**config.mk**
```make
export PLATFORM = sky130hd
export DESIGN_NAME = cnib_selector
export DESIGN_NICKNAME = d
export VERILOG_FILES = /design/src/hw/cnib_pkg.sv /design/src/hw/cnib_rate_decode.sv /design/src/hw/cnib_selector.sv /design/src/hw/cnib_switch_map.sv
export VERILOG_INCLUDE_DIRS = /design/src /design/src/hw
export SDC_FILE = /design/constraint.sdc
export NUM_CORES = 1
export LEC_CHECK = 0
export BUFFER_PORTS_ARGS = -buffer_cell sky130_fd_sc_hd__buf_2
export CAP_MARGIN = 20
export CORE_MARGIN = 5
export CORE_UTILIZATION = 45
export DETAILED_ROUTE_END_ITERATION = 12
export MAX_ROUTING_LAYER = met4
export PLACE_DENSITY = 0.67
export SLEW_MARGIN = 25
export SYNTH_ARGS = -nofsm -noshare
export SYNTH_HDL_FRONTEND = slang
export SYNTH_SLANG_ARGS = --single-unit
```
**constraint.sdc**
```tcl
create_clock -name clk_sys -period 4.3 [get_ports clk_sys]
set_input_delay 0.86 -clock clk_sys [delete_from_list [all_inputs] [get_ports clk_sys]]
set_output_delay 0.86 -clock clk_sys [all_outputs]
set_load 0.02 [all_outputs]
```
**src/hw/cnib_regs.svh**
```systemverilog
// Register offsets, field codes, reset values and protocol codes of the node-ID and bit-rate selector.
`ifndef CNIB_REGS_SVH
`define CNIB_REGS_SVH
`define CNIB_ADDR_W 4
`define CNIB_OFF_CTRL 4'h0
`define CNIB_OFF_RATE_OBJ 4'h1
`define CNIB_OFF_NODE_OBJ 4'h2
`define CNIB_OFF_OFS_EN 4'h3
`define CNIB_OFF_OFS_VAL 4'h4
`define CNIB_OFF_STORE_SIG 4'h5
`define CNIB_OFF_STATUS 4'h6
`define CNIB_OFF_ACTIVE 4'h7
`define CNIB_OFF_LINK_CHK 4'h8
`define CNIB_OFF_LINK_ANS 4'h9
`define CNIB_OFF_LINK_STW 4'ha
`define CNIB_CTRL_RESET_COMM 0
`define CNIB_DEF_NODE 7'h01
`define CNIB_DEF_OFS_NODE 7'h7f
`define CNIB_DEF_RATE 4'h7
`define CNIB_STORE_SIGNATURE 32'h65766173
`define CNIB_RATE_CODE_MIN 8'h81
`define CNIB_RATE_CODE_MAX 8'h88
`define CNIB_SW_RECOVERY 4'h1
`define CNIB_SW_RATE_SPLIT 4'h8
`define CNIB_SDO_UPLOAD_REQ 8'h40
`define CNIB_SDO_UPLOAD_ANS 8'h4b
`define CNIB_STATUSWORD_IDX 16'h6041
`endif

```
**src/hw/cnib_pkg.sv**
```systemverilog
// Types shared by the node-ID and bit-rate selector files.
package cnib_pkg;
  // Bit rate index: 0=10k 1=20k 2=50k 3=125k 4=250k 5=500k 6,7=1000k.
  typedef logic [3:0] cnib_rate_t;
  typedef logic [6:0] cnib_node_t;
  typedef enum logic [2:0] {
    CNIB_IDLE = 3'b001,
    CNIB_LOAD = 3'b010,
    CNIB_DONE = 3'b100
  } cnib_state_e;
endpackage

```
**src/hw/cnib_rate_decode.sv**
```systemverilog
// Decoder from the stored bit-rate object code to a bit-rate index.
`timescale 1ns/10ps
`include "cnib_regs.svh"
module cnib_rate_decode
  import cnib_pkg::*;
(
  // Stored object code.
  input wire logic [7:0] rateCode,
  // Decoded index and validity.
  output cnib_rate_t rateIdx,
  output logic rateValid
);
  // Codes 0x81..0x87 map onto index 0..6 and 0x88 also onto 6; anything else falls back to 1 Mbit/s.
  always_comb begin
    if (rateCode >= `CNIB_RATE_CODE_MIN && rateCode <= `CNIB_RATE_CODE_MAX) begin
      rateIdx = cnib_rate_t'(rateCode - `CNIB_RATE_CODE_MIN);
      if (rateIdx == 4'h7) begin
        rateIdx = 4'h6; // Both top codes give 1000 kbit/s.
      end
      rateValid = 1'b1;
    end else begin
      rateIdx = 4'h6;
      rateValid = 1'b0;
    end
  end
endmodule

```
**src/hw/cnib_selector.sv**
```systemverilog
// Node-ID and bit-rate selector: object registers, storage commit, load sequence and link check.
// Functional notes
// With no other configuration, come up at node 1 and 1 Mbit/s.
// Switch at 1 forces node 1 and 1000 kbit/s.
// Commit rate and node objects only on signature 65766173 hex.
// New settings apply only after power-up or reset-communication.
// Load order: default, stored, config file, then switch overrides.
// Switch 0..7: 1 Mbit/s; 0 uses node object, 1..7 switch value.
// Switch 8..F: rate object; 8 uses node object, 9..F switch minus 8.
// Rate codes 0x81..0x86 give 10..500k; 0x87 and 0x88 give 1000k.
// Offset mode only when offset enable holds 1.
// Offset mode, switch 0: node object (default 127), 1 Mbit/s.
// Offset mode, switch 1..F: switch plus offset, rate object; switch 1 gives node 1 and 1 Mbit/s instead.
// Statusword upload request answered with 4B, index, status, zeros.
// Out-of-range rate code falls back to 1 Mbit/s.
`timescale 1ns/10ps
`include "cnib_regs.svh"
module cnib_selector
  import cnib_pkg::*;
(
  // Clock and reset.
  input wire logic clk_sys,
  input wire logic rst_n,
  // Register port.
  input wire logic [3:0] regAddr,
  input wire logic [31:0] regWrData,
  input wire logic regWrite,
  input wire logic regRead,
  output logic [31:0] regRdData,
  // Local switch and drive status.
  input wire logic [3:0] idRateSelectorSwitch,
  input wire logic [15:0] statusWord,
  // Non-volatile storage image, valid while nvPresent is high.
  input wire logic nvPresent,
  input wire logic [7:0] nvRateCode,
  input wire logic [6:0] nvNodeId,
  // Configuration file image.
  input wire logic cfgPresent,
  input wire logic [7:0] cfgRateCode,
  input wire logic [6:0] cfgNodeId,
  // Storage write request.
  output logic nvWrite,
  output logic [7:0] nvWrRateCode,
  output logic [6:0] nvWrNodeId,
  // Applied settings.
  output logic [6:0] activeNodeId,
  output logic [3:0] activeRate,
  output logic settingsValid
);
  typedef struct packed {
    cnib_state_e state;
    logic [7:0] rateObj;
    logic [6:0] storedNodeIdentifier;
    logic ofsEnable;
    logic [6:0] ofsValue;
    logic [31:0] rdData;
    logic nvWrite;
    logic [7:0] nvWrRateCode;
    logic [6:0] nvWrNodeId;
    logic [6:0] activeNodeId;
    logic [3:0] activeRate;
    logic settingsValid;
    logic [31:0] linkAns;
    logic [31:0] linkAnsHi;
    logic storedOnce;
  } cnib_state_s;

  cnib_state_s cur;
  cnib_state_s next_cur;
  cnib_rate_t rateObjIdx;
  logic rateObjValid;
  cnib_node_t mapNode;
  cnib_rate_t mapRate;

  // Index bytes of the statusword object; a sized literal cannot be part-selected directly.
  localparam logic [15:0] stwIdx = `CNIB_STATUSWORD_IDX;

  // Decoded bit-rate object feeds the switch mapping.
  cnib_rate_decode i_cnib_rate_decode (
    .rateCode(cur.rateObj),
    .rateIdx(rateObjIdx),
    .rateValid(rateObjValid)
  );

  cnib_switch_map i_cnib_switch_map (
    .switchPos(idRateSelectorSwitch),
    .nodeObj(cur.storedNodeIdentifier),
    .ofsEnable(cur.ofsEnable),
    .ofsValue(cur.ofsValue),
    .rateObjIdx(rateObjIdx),
    .nodeId(mapNode),
    .rateIdx(mapRate)
  );

  // Registered outputs.
  assign regRdData = cur.rdData;
  assign nvWrite = cur.nvWrite;
  assign nvWrRateCode = cur.nvWrRateCode;
  assign nvWrNodeId = cur.nvWrNodeId;
  assign activeNodeId = cur.activeNodeId;
  assign activeRate = cur.activeRate;
  assign settingsValid = cur.settingsValid;

  // Next-state logic: object writes, commit, load sequence and reads.
  always_comb begin
    next_cur = cur;
    next_cur.nvWrite = 1'b0;
    next_cur.rdData = 32'h0;
    case (cur.state)
      CNIB_IDLE: begin
        // Load sequence: defaults first, later sources override.
        next_cur.rateObj = `CNIB_RATE_CODE_MAX;
        next_cur.storedNodeIdentifier = cur.ofsEnable ? `CNIB_DEF_OFS_NODE : `CNIB_DEF_NODE;
        if (nvPresent) begin
          next_cur.rateObj = nvRateCode;
          next_cur.storedNodeIdentifier = nvNodeId;
        end
        if (cfgPresent) begin
          next_cur.rateObj = cfgRateCode;
          next_cur.storedNodeIdentifier = cfgNodeId;
        end
        next_cur.state = CNIB_LOAD;
      end
      CNIB_LOAD: begin
        // Switch mapping is the last source and is latched here only.
        next_cur.activeNodeId = mapNode;
        next_cur.activeRate = mapRate;
        next_cur.settingsValid = 1'b1;
        next_cur.state = CNIB_DONE;
      end
      CNIB_DONE: begin
        next_cur.state = CNIB_DONE;
      end
      default: begin
        next_cur.state = CNIB_IDLE;
      end
    endcase
    if (regWrite && cur.state == CNIB_DONE) begin
      case (regAddr)
        `CNIB_OFF_CTRL: begin
          if (regWrData[`CNIB_CTRL_RESET_COMM]) begin
            next_cur.state = CNIB_IDLE;
            next_cur.settingsValid = 1'b0;
          end
        end
        `CNIB_OFF_RATE_OBJ: next_cur.rateObj = regWrData[7:0];
        `CNIB_OFF_NODE_OBJ: next_cur.storedNodeIdentifier = regWrData[6:0];
        `CNIB_OFF_OFS_EN: next_cur.ofsEnable = (regWrData[7:0] == 8'h01);
        `CNIB_OFF_OFS_VAL: next_cur.ofsValue = regWrData[6:0];
        `CNIB_OFF_STORE_SIG: begin
          if (regWrData == `CNIB_STORE_SIGNATURE) begin
            next_cur.nvWrite = 1'b1;
            next_cur.nvWrRateCode = cur.rateObj;
            next_cur.nvWrNodeId = cur.storedNodeIdentifier;
            next_cur.storedOnce = 1'b1;
          end
        end
        `CNIB_OFF_LINK_CHK: begin
          // Expedited upload of statusword index 0 is the link check.
          if (regWrData == {`CNIB_SDO_UPLOAD_REQ, stwIdx[7:0], stwIdx[15:8], 8'h00}) begin
            next_cur.linkAns = {`CNIB_SDO_UPLOAD_ANS, stwIdx[7:0], stwIdx[15:8], 8'h00};
            next_cur.linkAnsHi = {statusWord[7:0], statusWord[15:8], 16'h0000};
          end else begin
            next_cur.linkAns = 32'h0;
            next_cur.linkAnsHi = 32'h0;
          end
        end
        default: begin
        end
      endcase
    end
    if (regRead) begin
      case (regAddr)
        `CNIB_OFF_RATE_OBJ: next_cur.rdData = {24'h0, cur.rateObj};
        `CNIB_OFF_NODE_OBJ: next_cur.rdData = {25'h0, cur.storedNodeIdentifier};
        `CNIB_OFF_OFS_EN: next_cur.rdData = {31'h0, cur.ofsEnable};
        `CNIB_OFF_OFS_VAL: next_cur.rdData = {25'h0, cur.ofsValue};
        `CNIB_OFF_STATUS: next_cur.rdData = {27'h0, cur.storedOnce, rateObjValid, cur.state};
        `CNIB_OFF_ACTIVE: next_cur.rdData = {20'h0, cur.settingsValid, cur.activeRate, cur.activeNodeId};
        `CNIB_OFF_LINK_ANS: next_cur.rdData = cur.linkAns;
        `CNIB_OFF_LINK_STW: next_cur.rdData = cur.linkAnsHi;
        default: next_cur.rdData = 32'h0;
      endcase
    end
  end

  // State register; reset holds defaults until the load sequence runs.
  always_ff @(posedge clk_sys) begin
    if (!rst_n) begin
      cur.state <= CNIB_IDLE;
      cur.rateObj <= `CNIB_RATE_CODE_MAX;
      cur.storedNodeIdentifier <= `CNIB_DEF_NODE;
      cur.ofsEnable <= 1'b0;
      cur.ofsValue <= 7'h00;
      cur.rdData <= 32'h0;
      cur.nvWrite <= 1'b0;
      cur.nvWrRateCode <= 8'h00;
      cur.nvWrNodeId <= 7'h00;
      cur.activeNodeId <= `CNIB_DEF_NODE;
      cur.activeRate <= `CNIB_DEF_RATE;
      cur.settingsValid <= 1'b0;
      cur.linkAns <= 32'h0;
      cur.linkAnsHi <= 32'h0;
      cur.storedOnce <= 1'b0;
    end else begin
      cur <= next_cur;
    end
  end

  // Checks kept beside the logic.
  // Storage commit: only the signature write, and it carries the objects as they stood.
  a_commit_needs_sig: assert property (@(posedge clk_sys) disable iff (!rst_n)
    nvWrite |-> $past(regWrite) && $past(regAddr) == `CNIB_OFF_STORE_SIG
    && $past(regWrData) == `CNIB_STORE_SIGNATURE)
    else $error("Storage write without signature.");
  a_commit_image: assert property (@(posedge clk_sys) disable iff (!rst_n)
    nvWrite |-> nvWrRateCode == $past(cur.rateObj) && nvWrNodeId == $past(cur.storedNodeIdentifier))
    else $error("Committed image differs from objects.");

  // Applied settings move only through a reset-communication or power-up reload.
  a_active_held: assert property (@(posedge clk_sys) disable iff (!rst_n)
    (cur.state == CNIB_DONE && next_cur.state == CNIB_DONE) |=> $stable(activeNodeId) && $stable(activeRate))
    else $error("Settings changed without reset.");
  a_reset_comm_drop: assert property (@(posedge clk_sys) disable iff (!rst_n)
    (cur.state == CNIB_DONE && regWrite && regAddr == `CNIB_OFF_CTRL && regWrData[`CNIB_CTRL_RESET_COMM])
    |=> !settingsValid)
    else $error("Reset-communication did not drop settings.");
  a_reset_comm_back: assert property (@(posedge clk_sys) disable iff (!rst_n)
    (cur.state == CNIB_DONE && regWrite && regAddr == `CNIB_OFF_CTRL && regWrData[`CNIB_CTRL_RESET_COMM])
    |=> ##2 settingsValid)
    else $error("Reset-communication did not reload settings.");

  // Switch mapping as latched at the load step.
  a_recovery_sw: assert property (@(posedge clk_sys) disable iff (!rst_n)
    (cur.state == CNIB_LOAD && idRateSelectorSwitch == 4'h1) |=> activeNodeId == 7'h01 && activeRate == 4'h6)
    else $error("Recovery switch not honoured.");
  a_low_sw_rate: assert property (@(posedge clk_sys) disable iff (!rst_n)
    (cur.state == CNIB_LOAD && !cur.ofsEnable && idRateSelectorSwitch < 4'h8) |=> activeRate == 4'h6)
    else $error("Low switch rate not 1 Mbit/s.");
  a_low_sw_node: assert property (@(posedge clk_sys) disable iff (!rst_n)
    (cur.state == CNIB_LOAD && !cur.ofsEnable && idRateSelectorSwitch != 4'h0 && idRateSelectorSwitch < 4'h8)
    |=> activeNodeId == {3'h0, $past(idRateSelectorSwitch)})
    else $error("Low switch node wrong.");
  a_zero_sw_node: assert property (@(posedge clk_sys) disable iff (!rst_n)
    (cur.state == CNIB_LOAD && idRateSelectorSwitch == 4'h0) |=> activeNodeId == $past(cur.storedNodeIdentifier))
    else $error("Switch zero node not from object.");
  a_high_sw_node: assert property (@(posedge clk_sys) disable iff (!rst_n)
    (cur.state == CNIB_LOAD && !cur.ofsEnable && idRateSelectorSwitch > 4'h8)
    |=> activeNodeId == {3'h0, 4'($past(idRateSelectorSwitch) - 4'h8)})
    else $error("High switch node wrong.");
  a_eight_sw_node: assert property (@(posedge clk_sys) disable iff (!rst_n)
    (cur.state == CNIB_LOAD && !cur.ofsEnable && idRateSelectorSwitch == 4'h8)
    |=> activeNodeId == $past(cur.storedNodeIdentifier))
    else $error("Switch eight node not from object.");
  a_high_sw_rate: assert property (@(posedge clk_sys) disable iff (!rst_n)
    (cur.state == CNIB_LOAD && !cur.ofsEnable && idRateSelectorSwitch >= 4'h8) |=> activeRate == $past(rateObjIdx))
    else $error("High switch rate not from object.");

  // Rate object decoding.
  a_rate_low_codes: assert property (@(posedge clk_sys) disable iff (!rst_n)
    (cur.rateObj >= 8'h81 && cur.rateObj <= 8'h86) |-> rateObjIdx == cur.rateObj[3:0] - 4'h1)
    else $error("Rate code decoded wrong.");
  a_rate_top_codes: assert property (@(posedge clk_sys) disable iff (!rst_n)
    (cur.rateObj == 8'h87 || cur.rateObj == 8'h88) |-> rateObjIdx == 4'h6)
    else $error("Top rate codes not 1000 kbit/s.");
  a_rate_fallback: assert property (@(posedge clk_sys) disable iff (!rst_n)
    !rateObjValid |-> rateObjIdx == 4'h6)
    else $error("Invalid rate code not at 1 Mbit/s.");

  // Offset mode mapping.
  a_ofs_zero_rate: assert property (@(posedge clk_sys) disable iff (!rst_n)
    (cur.state == CNIB_LOAD && cur.ofsEnable && idRateSelectorSwitch == 4'h0) |=> activeRate == 4'h6)
    else $error("Offset switch zero rate not 1 Mbit/s.");
  a_offset_node: assert property (@(posedge clk_sys) disable iff (!rst_n)
    (cur.state == CNIB_LOAD && cur.ofsEnable && idRateSelectorSwitch > 4'h1)
    |=> activeNodeId == 7'($past(cur.ofsValue) + {3'h0, $past(idRateSelectorSwitch)}))
    else $error("Offset node wrong.");
  a_offset_rate: assert property (@(posedge clk_sys) disable iff (!rst_n)
    (cur.state == CNIB_LOAD && cur.ofsEnable && idRateSelectorSwitch > 4'h1) |=> activeRate == $past(rateObjIdx))
    else $error("Offset rate not from object.");

  // Load order of the object sources.
  a_load_order: assert property (@(posedge clk_sys) disable iff (!rst_n)
    (cur.state == CNIB_IDLE && cfgPresent) |=> cur.rateObj == $past(cfgRateCode))
    else $error("Config file not overriding.");
  a_nv_load: assert property (@(posedge clk_sys) disable iff (!rst_n)
    (cur.state == CNIB_IDLE && nvPresent && !cfgPresent)
    |=> cur.rateObj == $past(nvRateCode) && cur.storedNodeIdentifier == $past(nvNodeId))
    else $error("Stored image not loaded.");
  a_default_load: assert property (@(posedge clk_sys) disable iff (!rst_n)
    (cur.state == CNIB_IDLE && !cur.ofsEnable && !nvPresent && !cfgPresent)
    |=> cur.rateObj == 8'h88 && cur.storedNodeIdentifier == 7'h01)
    else $error("Default objects not loaded.");
  a_default_up: assert property (@(posedge clk_sys)
    !rst_n |=> activeNodeId == 7'h01 && settingsValid == 1'b0)
    else $error("Reset defaults wrong.");

  // Link check answer and the one-cycle read data.
  a_link_answer: assert property (@(posedge clk_sys) disable iff (!rst_n)
    (cur.state == CNIB_DONE && regWrite && regAddr == `CNIB_OFF_LINK_CHK && regWrData == 32'h40416000)
    |=> cur.linkAns == 32'h4b416000)
    else $error("Link check answer wrong.");
  a_link_status: assert property (@(posedge clk_sys) disable iff (!rst_n)
    (cur.state == CNIB_DONE && regWrite && regAddr == `CNIB_OFF_LINK_CHK && regWrData == 32'h40416000)
    |=> cur.linkAnsHi == {$past(statusWord[7:0]), $past(statusWord[15:8]), 16'h0000})
    else $error("Link check status bytes wrong.");
  a_read_idle: assert property (@(posedge clk_sys) disable iff (!rst_n)
    !$past(regRead) |-> regRdData == 32'h0)
    else $error("Read data outside its cycle.");
endmodule

```
**src/hw/cnib_switch_map.sv**
```systemverilog
// Mapping of the selector switch and stored objects to node identifier and bit rate.
`timescale 1ns/10ps
`include "cnib_regs.svh"
module cnib_switch_map
  import cnib_pkg::*;
(
  // Switch and objects.
  input wire logic [3:0] switchPos,
  input wire logic [6:0] nodeObj,
  input wire logic ofsEnable,
  input wire logic [6:0] ofsValue,
  input wire cnib_rate_t rateObjIdx,
  // Result.
  output cnib_node_t nodeId,
  output cnib_rate_t rateIdx
);
  // Switch picks node and rate, taking the node object at 0 and 8 and the rate object at 8..F or offset 2..F; offset mode changes the mapping.
  always_comb begin
    if (switchPos == `CNIB_SW_RECOVERY) begin
      nodeId = `CNIB_DEF_NODE;
      rateIdx = 4'h6;
    end else if (ofsEnable) begin
      if (switchPos == 4'h0) begin
        nodeId = nodeObj;
        rateIdx = 4'h6;
      end else begin
        nodeId = 7'(ofsValue + {3'h0, switchPos});
        rateIdx = rateObjIdx;
      end
    end else if (switchPos < `CNIB_SW_RATE_SPLIT) begin
      nodeId = (switchPos == 4'h0) ? nodeObj : {3'h0, switchPos};
      rateIdx = 4'h6;
    end else begin
      nodeId = (switchPos == `CNIB_SW_RATE_SPLIT) ? nodeObj : {3'h0, 4'(switchPos - 4'h8)};
      rateIdx = rateObjIdx;
    end
  end
endmodule

```
==> results of run 1 <==
-- cells by family after synthesis --
kind of cell,share of synthesized area (%)
AOI/OAI and AO/OA,19.2
xor gates and xnor gates,1.17
adders and majority gates,2.05
buffers and inverters,12.9
DFF,38.6
muxes,3.06
other,0.0716
and+or+nand+nor,23.0
-- per-stage QoR --
stage          instances  cell area, sq um  hold slack (ns)  utilization, %
2_1_floorplan        615              5240            0.417               -
3_3_place_gp         810              5560            0.427            48.7
3_5_place_dp         810              5560            0.434            48.7
4_1_cts              826              5880            0.444            51.5
5_1_grt              826              5880            0.469            51.5
6_report             826              5880            0.442            51.5
-- layout make-up --
type	instances	share of cell area, %
clock inverter	5	1.09
clock buffer	11	4.30
tap	143	3.04
inverter	8	0.511
sequential	101	34.4
multi-input combinational	404	43.3
timing repair buffer	154	13.3
-- where the power goes --
part	leakage, uW	internal [uW]	total [uW]	switching, uW
Sequential	0.000818	1010	1140	137
Combinational	0.00153	247	558	311
Clock	0.000153	488	835	347
-- worst max-delay path: cells and delay by family --
family	cells	cell delay [ns]
buffers and inverters	1	0.09
and+or+nand+nor	3	1.53
AOI/OAI and AO/OA	1	0.25
-- cell usage in the layout, fill, tap and decap left out, drive strengths merged, types with 9 or more instances in the layout --
master,synthesis,routed
buf,70,154
dfxtp,101,101
nand2,94,94
o21ai,39,39
a21oi,27,27
nor2,23,23
nand3,17,17
mux2i,16,16
a22oi,14,14
a211oi,14,14
and2,11,11
clkbuf,32,11
and3,10,10
a21o,10,10
inv,8,10
o211ai,9,9
-- flip-flops by register name, indices dropped and copies added, names as in the netlist --
register       count
cur               44
regRdData         29
nvWrRateCode       8
activeNodeId       7
nvWrNodeId         7
activeRate         4
nvWrite            1
settingsValid      1
-- worst paths after layout --
check	slack [ns]	start	endpoint
worst min-delay path	0.44	cur[24]$_SDFFE_PN0P_	cur[24]$_SDFFE_PN0P_
worst max-delay path	1.82	regWrite	cur[22]$_SDFFE_PN0P_
worst min register to register	0.44	cur[24]$_SDFFE_PN0P_	cur[24]$_SDFFE_PN0P_
worst max register to register	1.90	cur[150]$_SDFF_PN0_	cur[22]$_SDFFE_PN0P_
-- routing by layer --
metal  wire length (um)  track usage [%]
met4                208             6.09
met2               6840             34.3
met3                993             4.47
met1               6190             25.6
met5                  0                -
==> results.txt, run 1 <==
- The flow ran to the end, and the final reports show no timing, DRC or antenna violations.
- Clock-pin slew was measured on the worst setup and hold paths at 0.07 ns.
- Headroom to the max-slew limit came out at 52.9%.
- Setup violations remaining at the end of the flow were counted as 0.
- Min setup slack post-route: 1.82 ns
- VDD sags by at most 0.000216 V.
* TritonCTS clock tree: done
- Cell count after synthesis: 614
- The tree is rooted in a clkbuf_16.
* Standard-cell rows: 39
* Largest stage delay on the critical path: 0.70 ns
- Among all stages on the critical path, the largest delay is contributed by or4_1.
- Fill cells in the final layout number 1127.
* GPL Wtd Cong: 0.930
- For this run, design rule violations remaining after detail routing come to 0.
- Summing all multi-input logic gate instances after layout gives 2550 sq um.
- Crit share post-route: 57.6%
* Routed wire length: 14.2 mm
* Most frequent cell after synthesis: dfxtp_1
- The worst setup path is of the primary input to flip-flop kind.
* Maximum number of pins on one net before global-route repair: 63
* Number of vias after detailed routing: 4659
- Clock latency on the worst-skew pair: 0.34 ns
- For the final routed database, the setup TNS stands at 0 ns.
- Count of input and output buffers: 149
- The area growth from synthesis to layout is 12.3%.
- Highest attainable clock frequency: 403 MHz
* Die footprint: 13900 sq um
- Hold Path Stages: 2
- Power spread over the standard cell area amounts to 431 nW/um^2.
- Counting the buffers created by CTS gives 9.
* Post-synth design cell area: 5240 sq um
- The first global-routing pass estimated 23.3 mm of wire.
- Net count, final: 778
- In this run, the number of DRC markers left after iteration 0 of detailed routing was 500.
* Depth of the most critical reg-to-reg path: 4
- Area fraction of the dominant cell type after synthesis: 38.6%
* Element type at the critical path end: flip-flop
- Worst Path Required: 4.56 ns
* Final antenna diode count: 0
- The synthesized design spends more area on one cell type than any other, namely dfxtp_1.
- Number of global-route vias before repair: 4650
* Synth top area cells: dfxtp_1, buf_4, nand2_1
- Actual slew at the worst max-slew pin: 0.701 ns
* Synthesis-stage register bit count: 101
- Number of max-cap violations: 0
- CORE AREA: 11400 sq um
- Worst clock skew: 0.00792 ns
* Reg area: 2020 sq um
- Crit path max fanout: 18
* Number of hold-repair buffers added at the cts stage: 0
- Detailed placement finished with a half-perimeter wire length of 10.9 mm.
* Leakage component of the power: 0.00250 uW
- Total count of hold-check failures in the final report: 0
- The clock tree synthesis step divided the H-tree into 3 levels.
* Worst EP arrival: 2.74 ns
* Most used standard cells in the synthesized netlist: dfxtp_1, nand2_1, buf_4
- Path class of the lowest-slack min-delay path: flip-flop to flip-flop
- Summing the sequential cell areas from Yosys gives 38.6% of the chip area.
- After detailed routing, the number of vias per cell comes to 5.64.
- Min cycle time layout: 2.48 ns
- Unrepaired setup endpoints after global routing: no
- Async set-reset flop share out of synthesis: 0%
- Starting density of the core: 45.9%
* Gr ovfl total: 0
* Average cell area after synthesis: 8.53 sq um
- Ys flop type: dfxtp_1
- Max-slew violation count: 0
- Total I/O pin count: 152
* Buffers inserted during post-CTS setup optimization: 0
- The count of nets left with antenna violations once routing finished came out at 0.
* Number of synthesized flops with an enable pin: 0
- Total power after layout: 2540 uW
- For this run, the detailed router's first-pass iteration total came to 7.
- Timing analysis after detailed placement gives a worst setup slack of 1.50 ns.
- Die Span X: 118 um
- Measured along the y axis, the die boundary spans 118 um.
* List of cells traversed by the critical path: buf_2 -> and4bb_1 -> nand4b_1 -> or4_1 -> o21ai_0
* Count of unique library cells instantiated by Yosys: 63
- The number of gates resized after CTS was 0.
- The worst setup path is launched from a primary input.
- The clock passes through at most 2 buffers.
* Number of sinks on the clock net: 101
* Overall routing resource usage: 20.8%
* Antenna violations before repair: 0
* Average wire length per cell after detail routing: 17.2 um
* Fraction of layout cells with a size suffix above 1: 26.8%
- Synth warn: 0
Power figures use the tool's default switching activity.
==> run 2, diff against run 1 <==
==> constraint.sdc (replaced) <==
create_clock -name clk_sys -period 2.3 [get_ports clk_sys]
set_input_delay 0.46 -clock clk_sys [delete_from_list [all_inputs] [get_ports clk_sys]]
set_output_delay 0.46 -clock clk_sys [all_outputs]
set_load 0.02 [all_outputs]
==> results.txt, run 2 (same netlist as run 1, synthesis figures left out) <==
- Result of the run: complete, no violations
- Element type at the critical path end: flip-flop
- The clock passes through at most 2 buffers.
- Clock latency on the worst-skew pair: 0.34 ns
- Post-CTS repair changed the size of 0 cells.
* Met2 Track Usage GR: 34.0%
- Number of hold-repair buffers added at the cts stage: 0
- Post-route DRC: 0
- TritonCTS built the clock tree.
* Max-slew violation count: 0
- In the finished design, the share of the clock period the worst path needs comes to 87.7%.
- Layer carrying the most global-route usage: met2
- Source of the critical timing path: cur[150]$_SDFF_PN0_
- CORE AREA: 11400 sq um
* Capturing element of the worst setup path: cur[133]$_SDFF_PN1_
* Number of global-route vias before repair: 4527
* Path class of the lowest-slack min-delay path: primary input to flip-flop
- Leakage component of the power: 0.00257 uW
- Total Negative Setup Slacks: 0 ns
- The die is 118 um wide.
- Entering global routing, the biggest net connects 36 pins.
- Total placed instance area: 5660 sq um
- Layout Cell Area excl Fill: 5980 sq um
- Total count of hold-check failures in the final report: 0
* Chip height: 118 um
- Once detailed placement completed, the half-perimeter wirelength came to 11.5 mm.
- Detailed routing inserted a total of 4667 vias.
- Antenna violations before repair: 0
- Setup violations remaining at the end of the flow were counted as 0.
- Wire length of the first global-routing pass: 23.6 mm
- Highest attainable clock frequency: 496 MHz
- Worst reg2reg startpoint: cur[150]$_SDFF_PN0_
- Once the floorplan was initialized, standard cells occupied 45.9% of the core.
- The library cell used most frequently in the layout, excluding fill and tap cells, is buf_2.
* Worst slew margin: 52.5%
- Classification of the worst setup path: flip-flop to flip-flop
- At the end of routability-driven placement, the weighted congestion stood at 0.906.
* Die footprint: 13900 sq um
- For this run, global-route usage on met1 was measured as 27.4%.
- Summed over all layers, the global routing overflow is 0.
- In this run the critical register-to-register path is captured at cur[133]$_SDFF_PN1_.
- Across the routed clock network, the largest skew measured is 0.0136 ns.
* Worst Path Required: 2.56 ns
- Fill count: 1117
- Max-cap violations in this run came to 0.
- Standard-cell rows: 39
- Final antenna diode count: 0
- Worst EP arrival: 2.28 ns
* Buffers inserted during post-CTS setup optimization: 0
* Flip-flop count of the largest register, all copies and words added: 44
* Number of vias per cell after detailed routing: 5.57
- In the layout the commonest cells are buf_2, dfxtp_1, nand2_1.
- Count of input and output buffers: 149
- Average wire length per cell after detail routing: 17.6 um
- At the pin with the least slew margin, the transition time is 0.706 ns.
* Count of TritonRoute iterations in the first routing pass: 5
- Final core occ: 52.4%
* Setup slack on the worst flop-to-flop path: 0.28 ns
* Total I/O pin count: 152
- In the global route stage, overall resource usage came out at 21.2%.
* Fraction of layout cells with a size suffix above 1: 28.2%
- The count of nets left with antenna violations once routing finished came out at 0.
* Power density relative to cell area: 804 nW/um^2
- The worst register-to-register path has a depth of 5.
- In this run, the number of DRC markers left after iteration 0 of detailed routing was 383.
- At the end of the flow, the number of nets in the layout was 790.
* Global routing met3 resource utilization: 3.36%
- The clock tree synthesis step divided the H-tree into 3 levels.
- The clock period could shrink to 2.02 ns.
- cur holds more flip-flops than any other register.
- The worst setup path is launched from a flip-flop.
- Crit path max fanout: 14
* Routed wire length: 14.8 mm
- Clock transition at the register clock pins on the worst setup and hold paths after CTS: 0.07 ns
* Number of sinks on the clock net: 101
- Unrepaired setup endpoints after global routing: no
- Area delta synth->final: 14.3%
- Peak supply drop: 0.000517 V
- Clock tree synthesis selected as its root buffer the cell clkbuf_16.
* Cts bufs inserted: 9
-- run 2: power by group --
part	leakage [uW]	internal [uW]	switching (uW)
registers	0.000818	1880	236
clock network	0.000156	893	690
logic	0.00160	486	624
total	0.00257	3260	1550
-- run 2: worst max-delay path: stages (launching register included) --
cell	delay, ns
dfxtp_1	0.50
and4bb_1	0.44
buf_4	0.26
nand2_1	0.31
and3_1	0.27
o21ai_0	0.16
-- run 2: layout make-up --
class / count / area, sq um / share of cell area [%]
Multi-Input combinational cell: 404 / 2550 / 42.7
Sequential cell: 101 / 2020 / 33.8
Inverter: 8 / 30.0 / 0.502
Clock buffer: 10 / 239 / 3.99
Clock inverter: 6 / 76.3 / 1.28
Tap cell: 143 / 179 / 2.99
Timing Repair Buffer: 166 / 886 / 14.8
-- run 2: worst min path at each step --
| stage | start | cells after the start | endpoint |
|---|---|---|---|
| final | statusWord[15] | 3 | cur[24]$_SDFFE_PN0P_ |
| after global routing | statusWord[15] | 3 | cur[24]$_SDFFE_PN0P_ |
| after CTS | statusWord[15] | 3 | cur[24]$_SDFFE_PN0P_ |
| after detailed placement | cur[24]$_SDFFE_PN0P_ | 2 | cur[24]$_SDFFE_PN0P_ |
| after global placement | cur[27]$_SDFFE_PN0P_ | 2 | cur[27]$_SDFFE_PN0P_ |
| after floorplan | cur[18]$_SDFFE_PN0P_ | 2 | cur[18]$_SDFFE_PN0P_ |
-- run 2: through the flow --
stage / worst slack [ns] / hold WS, ns / std cells / power (uW)
floorplan: 0.337 / 0.417 / 615 / 2850
global placement: 0.120 / 0.427 / 822 / 3220
detailed placement: 0.0824 / 0.432 / 822 / 3240
CTS: 0.209 / 0.350 / 838 / 4810
global route: 0.173 / 0.366 / 838 / 5030
finish: 0.283 / 0.358 / 838 / 4810
-- run 2: metal layers --
| metal | vias to the layer above | routed length (um) |
|---|---|---|
| met5 | - | 0 |
| met4 | 0 | 334 |
| met3 | 25 | 993 |
| met2 | 197 | 6960 |
| met1 | 2168 | 6490 |
| li1 | 2277 | - |
==> run 3, diff against run 2 <==
--- a/config.mk
+++ b/config.mk
@@ -13,6 +13,7 @@
 export DETAILED_ROUTE_END_ITERATION = 12
 export MAX_ROUTING_LAYER = met4
 export PLACE_DENSITY = 0.67
+export RECOVER_POWER = 25
 export SLEW_MARGIN = 25
 export SYNTH_ARGS = -nofsm -noshare
 export SYNTH_HDL_FRONTEND = slang
==> results.txt, run 3 (same netlist as run 1, synthesis figures left out) <==
- The flow ran to the end, and the final reports show no timing, DRC or antenna violations.
- The library cell used most frequently in the layout, excluding fill and tap cells, is buf_2.
* Final antenna diode count: 0
- In the global route stage, overall resource usage came out at 21.2%.
- Element type at the critical path end: flip-flop
- Buffer cell driving the clock tree root: clkbuf_16
- Max-cap violations in this run came to 0.
- From bottom edge to top edge, the die measures 118 um.
- Number of vias after detailed routing: 4691
- The total area inside the core boundary comes to 11400 sq um.
- Htree depth: 3
- Die footprint: 13900 sq um
* Crit share post-route: 88.1%
* Total I/O pin count: 152
- Die Span X: 118 um
- TritonCTS built the clock tree.
- For this run, the detailed router's first-pass iteration total came to 5.
- Net switching is 32.2% of the power.
- Combinational cell fraction of total power: 23.1%
- Summed over all cells, the static leakage comes to 0.00244 uW.
* Crit path max fanout: 14
- Hold is met by 0.358 ns.
* Starting density of the core: 45.9%
- Cells with a size suffix above 1 make up 23.7% of the layout.
- Actual slew at the worst max-slew pin: 0.711 ns
* GPL Wtd Cong: 0.906
* Number of sinks on the clock net: 101
- By startpoint and endpoint, the worst setup path is classified as flip-flop to flip-flop.
- Counting flops per register, the top entry is cur.
- The register with the most flip-flops in the layout has 44 of them.
* Routed wire length: 14.9 mm
* Path class of the lowest-slack min-delay path: primary input to flip-flop
* Gr ovfl total: 0
- Worst Path Required: 2.56 ns
* Number of setup violations in the final report: 0
- Worst EP arrival: 2.28 ns
* Number of global-route vias before repair: 4527
- In this run the remaining antenna-violating nets after routing total 0.
* Seq pwr share: 44.0%
- For this block, the initial DRC count from the detailed router was 396.
- Total count of hold-check failures in the final report: 0
* Peak supply drop: 0.000516 V
- The worst setup path is launched from a flip-flop.
- The longest clock path from root to sink contains 2 buffers.
* Standard-cell rows: 39
* Proportion of power drawn by the clock network: 32.9%
- Area delta synth->final: 13.6%
- Fill count: 1131
* Net count, final: 790
- Dividing the detail-routed wire length by the instance count gives 17.8 um.
- Derived from the worst setup path, the maximum achievable clock frequency is 493 MHz.
- Cell-internal power: 3260 uW
- Min cycle time layout: 2.03 ns
* Total Negative Setup Slacks: 0 ns
- Worst slew margin: 52.2%
- Wire length of the first global-routing pass: 23.6 mm
- The library cells used most frequently in the layout, excluding fill and tap cells, are buf_2, dfxtp_1, nand2_1.
- Entering global routing, the biggest net connects 36 pins.
- Once detailed placement completed, the half-perimeter wirelength came to 11.5 mm.
- Summed over all nets, the switching power comes to 1550 uW.
* Max-slew violation count: 0
* Worst clock skew: 0.0133 ns
* Power density relative to cell area: 809 nW/um^2
* Post-route DRC: 0
- Setup repair after global routing left no endpoint under its margin.
* Clock latency on the worst-skew pair: 0.34 ns
- The initial antenna violation count came to 0.
- Buffers placed on the I/O ports in this run total 149.
- The setup check on the worst reg-to-reg path leaves a slack of 0.27 ns.
- The number of clock buffers added by TritonCTS is 9.
- Clock transition at the register clock pins on the worst setup and hold paths after CTS: 0.07 ns
* Number of vias per cell after detailed routing: 5.60
## run 3: cell count changes in the layout (fill, tap and decap cells not counted)
cell	previous run	this run
and2_1	10	3
and4bb_2	1	0
and4bb_1	1	2
and2_0	1	8
clkbuf_1	0	30
buf_2	149	119
## run 3: layout make-up
type | instances | area, sq um | area share [%]
timing repair buffer | 166 | 848 | 14.3
sequential | 101 | 2020 | 34.0
multi-input combinational | 404 | 2550 | 42.9
tap | 143 | 179 | 3.01
clock buffer | 10 | 239 | 4.02
clock inverter | 6 | 76.3 | 1.28
inverter | 8 | 30.0 | 0.505
## run 3: final timing paths
path                        start              endpoint  depth (start not counted)
max           cur[150]$_SDFF_PN0_   cur[133]$_SDFF_PN1_                          5
min                statusWord[15]  cur[24]$_SDFFE_PN0P_                          3
max reg2reg   cur[150]$_SDFF_PN0_   cur[133]$_SDFF_PN1_                          5
min reg2reg  cur[24]$_SDFFE_PN0P_  cur[24]$_SDFFE_PN0P_                          2
## run 3: layer usage
layer  GRT usage, %  up-vias  routed length (um)
met1           27.4     2176                6520
met2           34.0      212                6980
met4           6.59        0                 324
met5              -        -                   0
met3           3.36       25                1060
li1               -     2278                   -
## run 3: critical path: stages (launching register included)
cell and delay, ns:
dfxtp_1 0.50, and4bb_1 0.44, buf_4 0.26, nand2_1 0.30, and3_1 0.26, o21ai_0 0.17
## run 3: what timing repair did
action,CTS,global route
hold buffers,0,0
resized for setup,0,1
setup buffers,0,0
endpoints found under the setup margin,0,1
## run 3: through the flow
step	total power (uW)	setup slack, ns	utilization, %	instance area, sq um	std cells
floorplan	2850	0.337	-	5240	615
global placement	3220	0.120	49.6	5660	822
detailed placement	3240	0.0824	49.6	5660	822
CTS	4810	0.209	52.3	5980	838
global route	5030	0.173	52.1	5950	838
finish	4810	0.273	52.1	5950	838
## run 3: power groups by stage
stage,sequential [uW],clock (uW),combinational (uW)
final,2120,1580,1110
after detailed placement,2150,0,1090
after global routing,2130,1680,1220
after global placement,2150,0,1070
after CTS,2110,1600,1100
after floorplan,2010,0,843
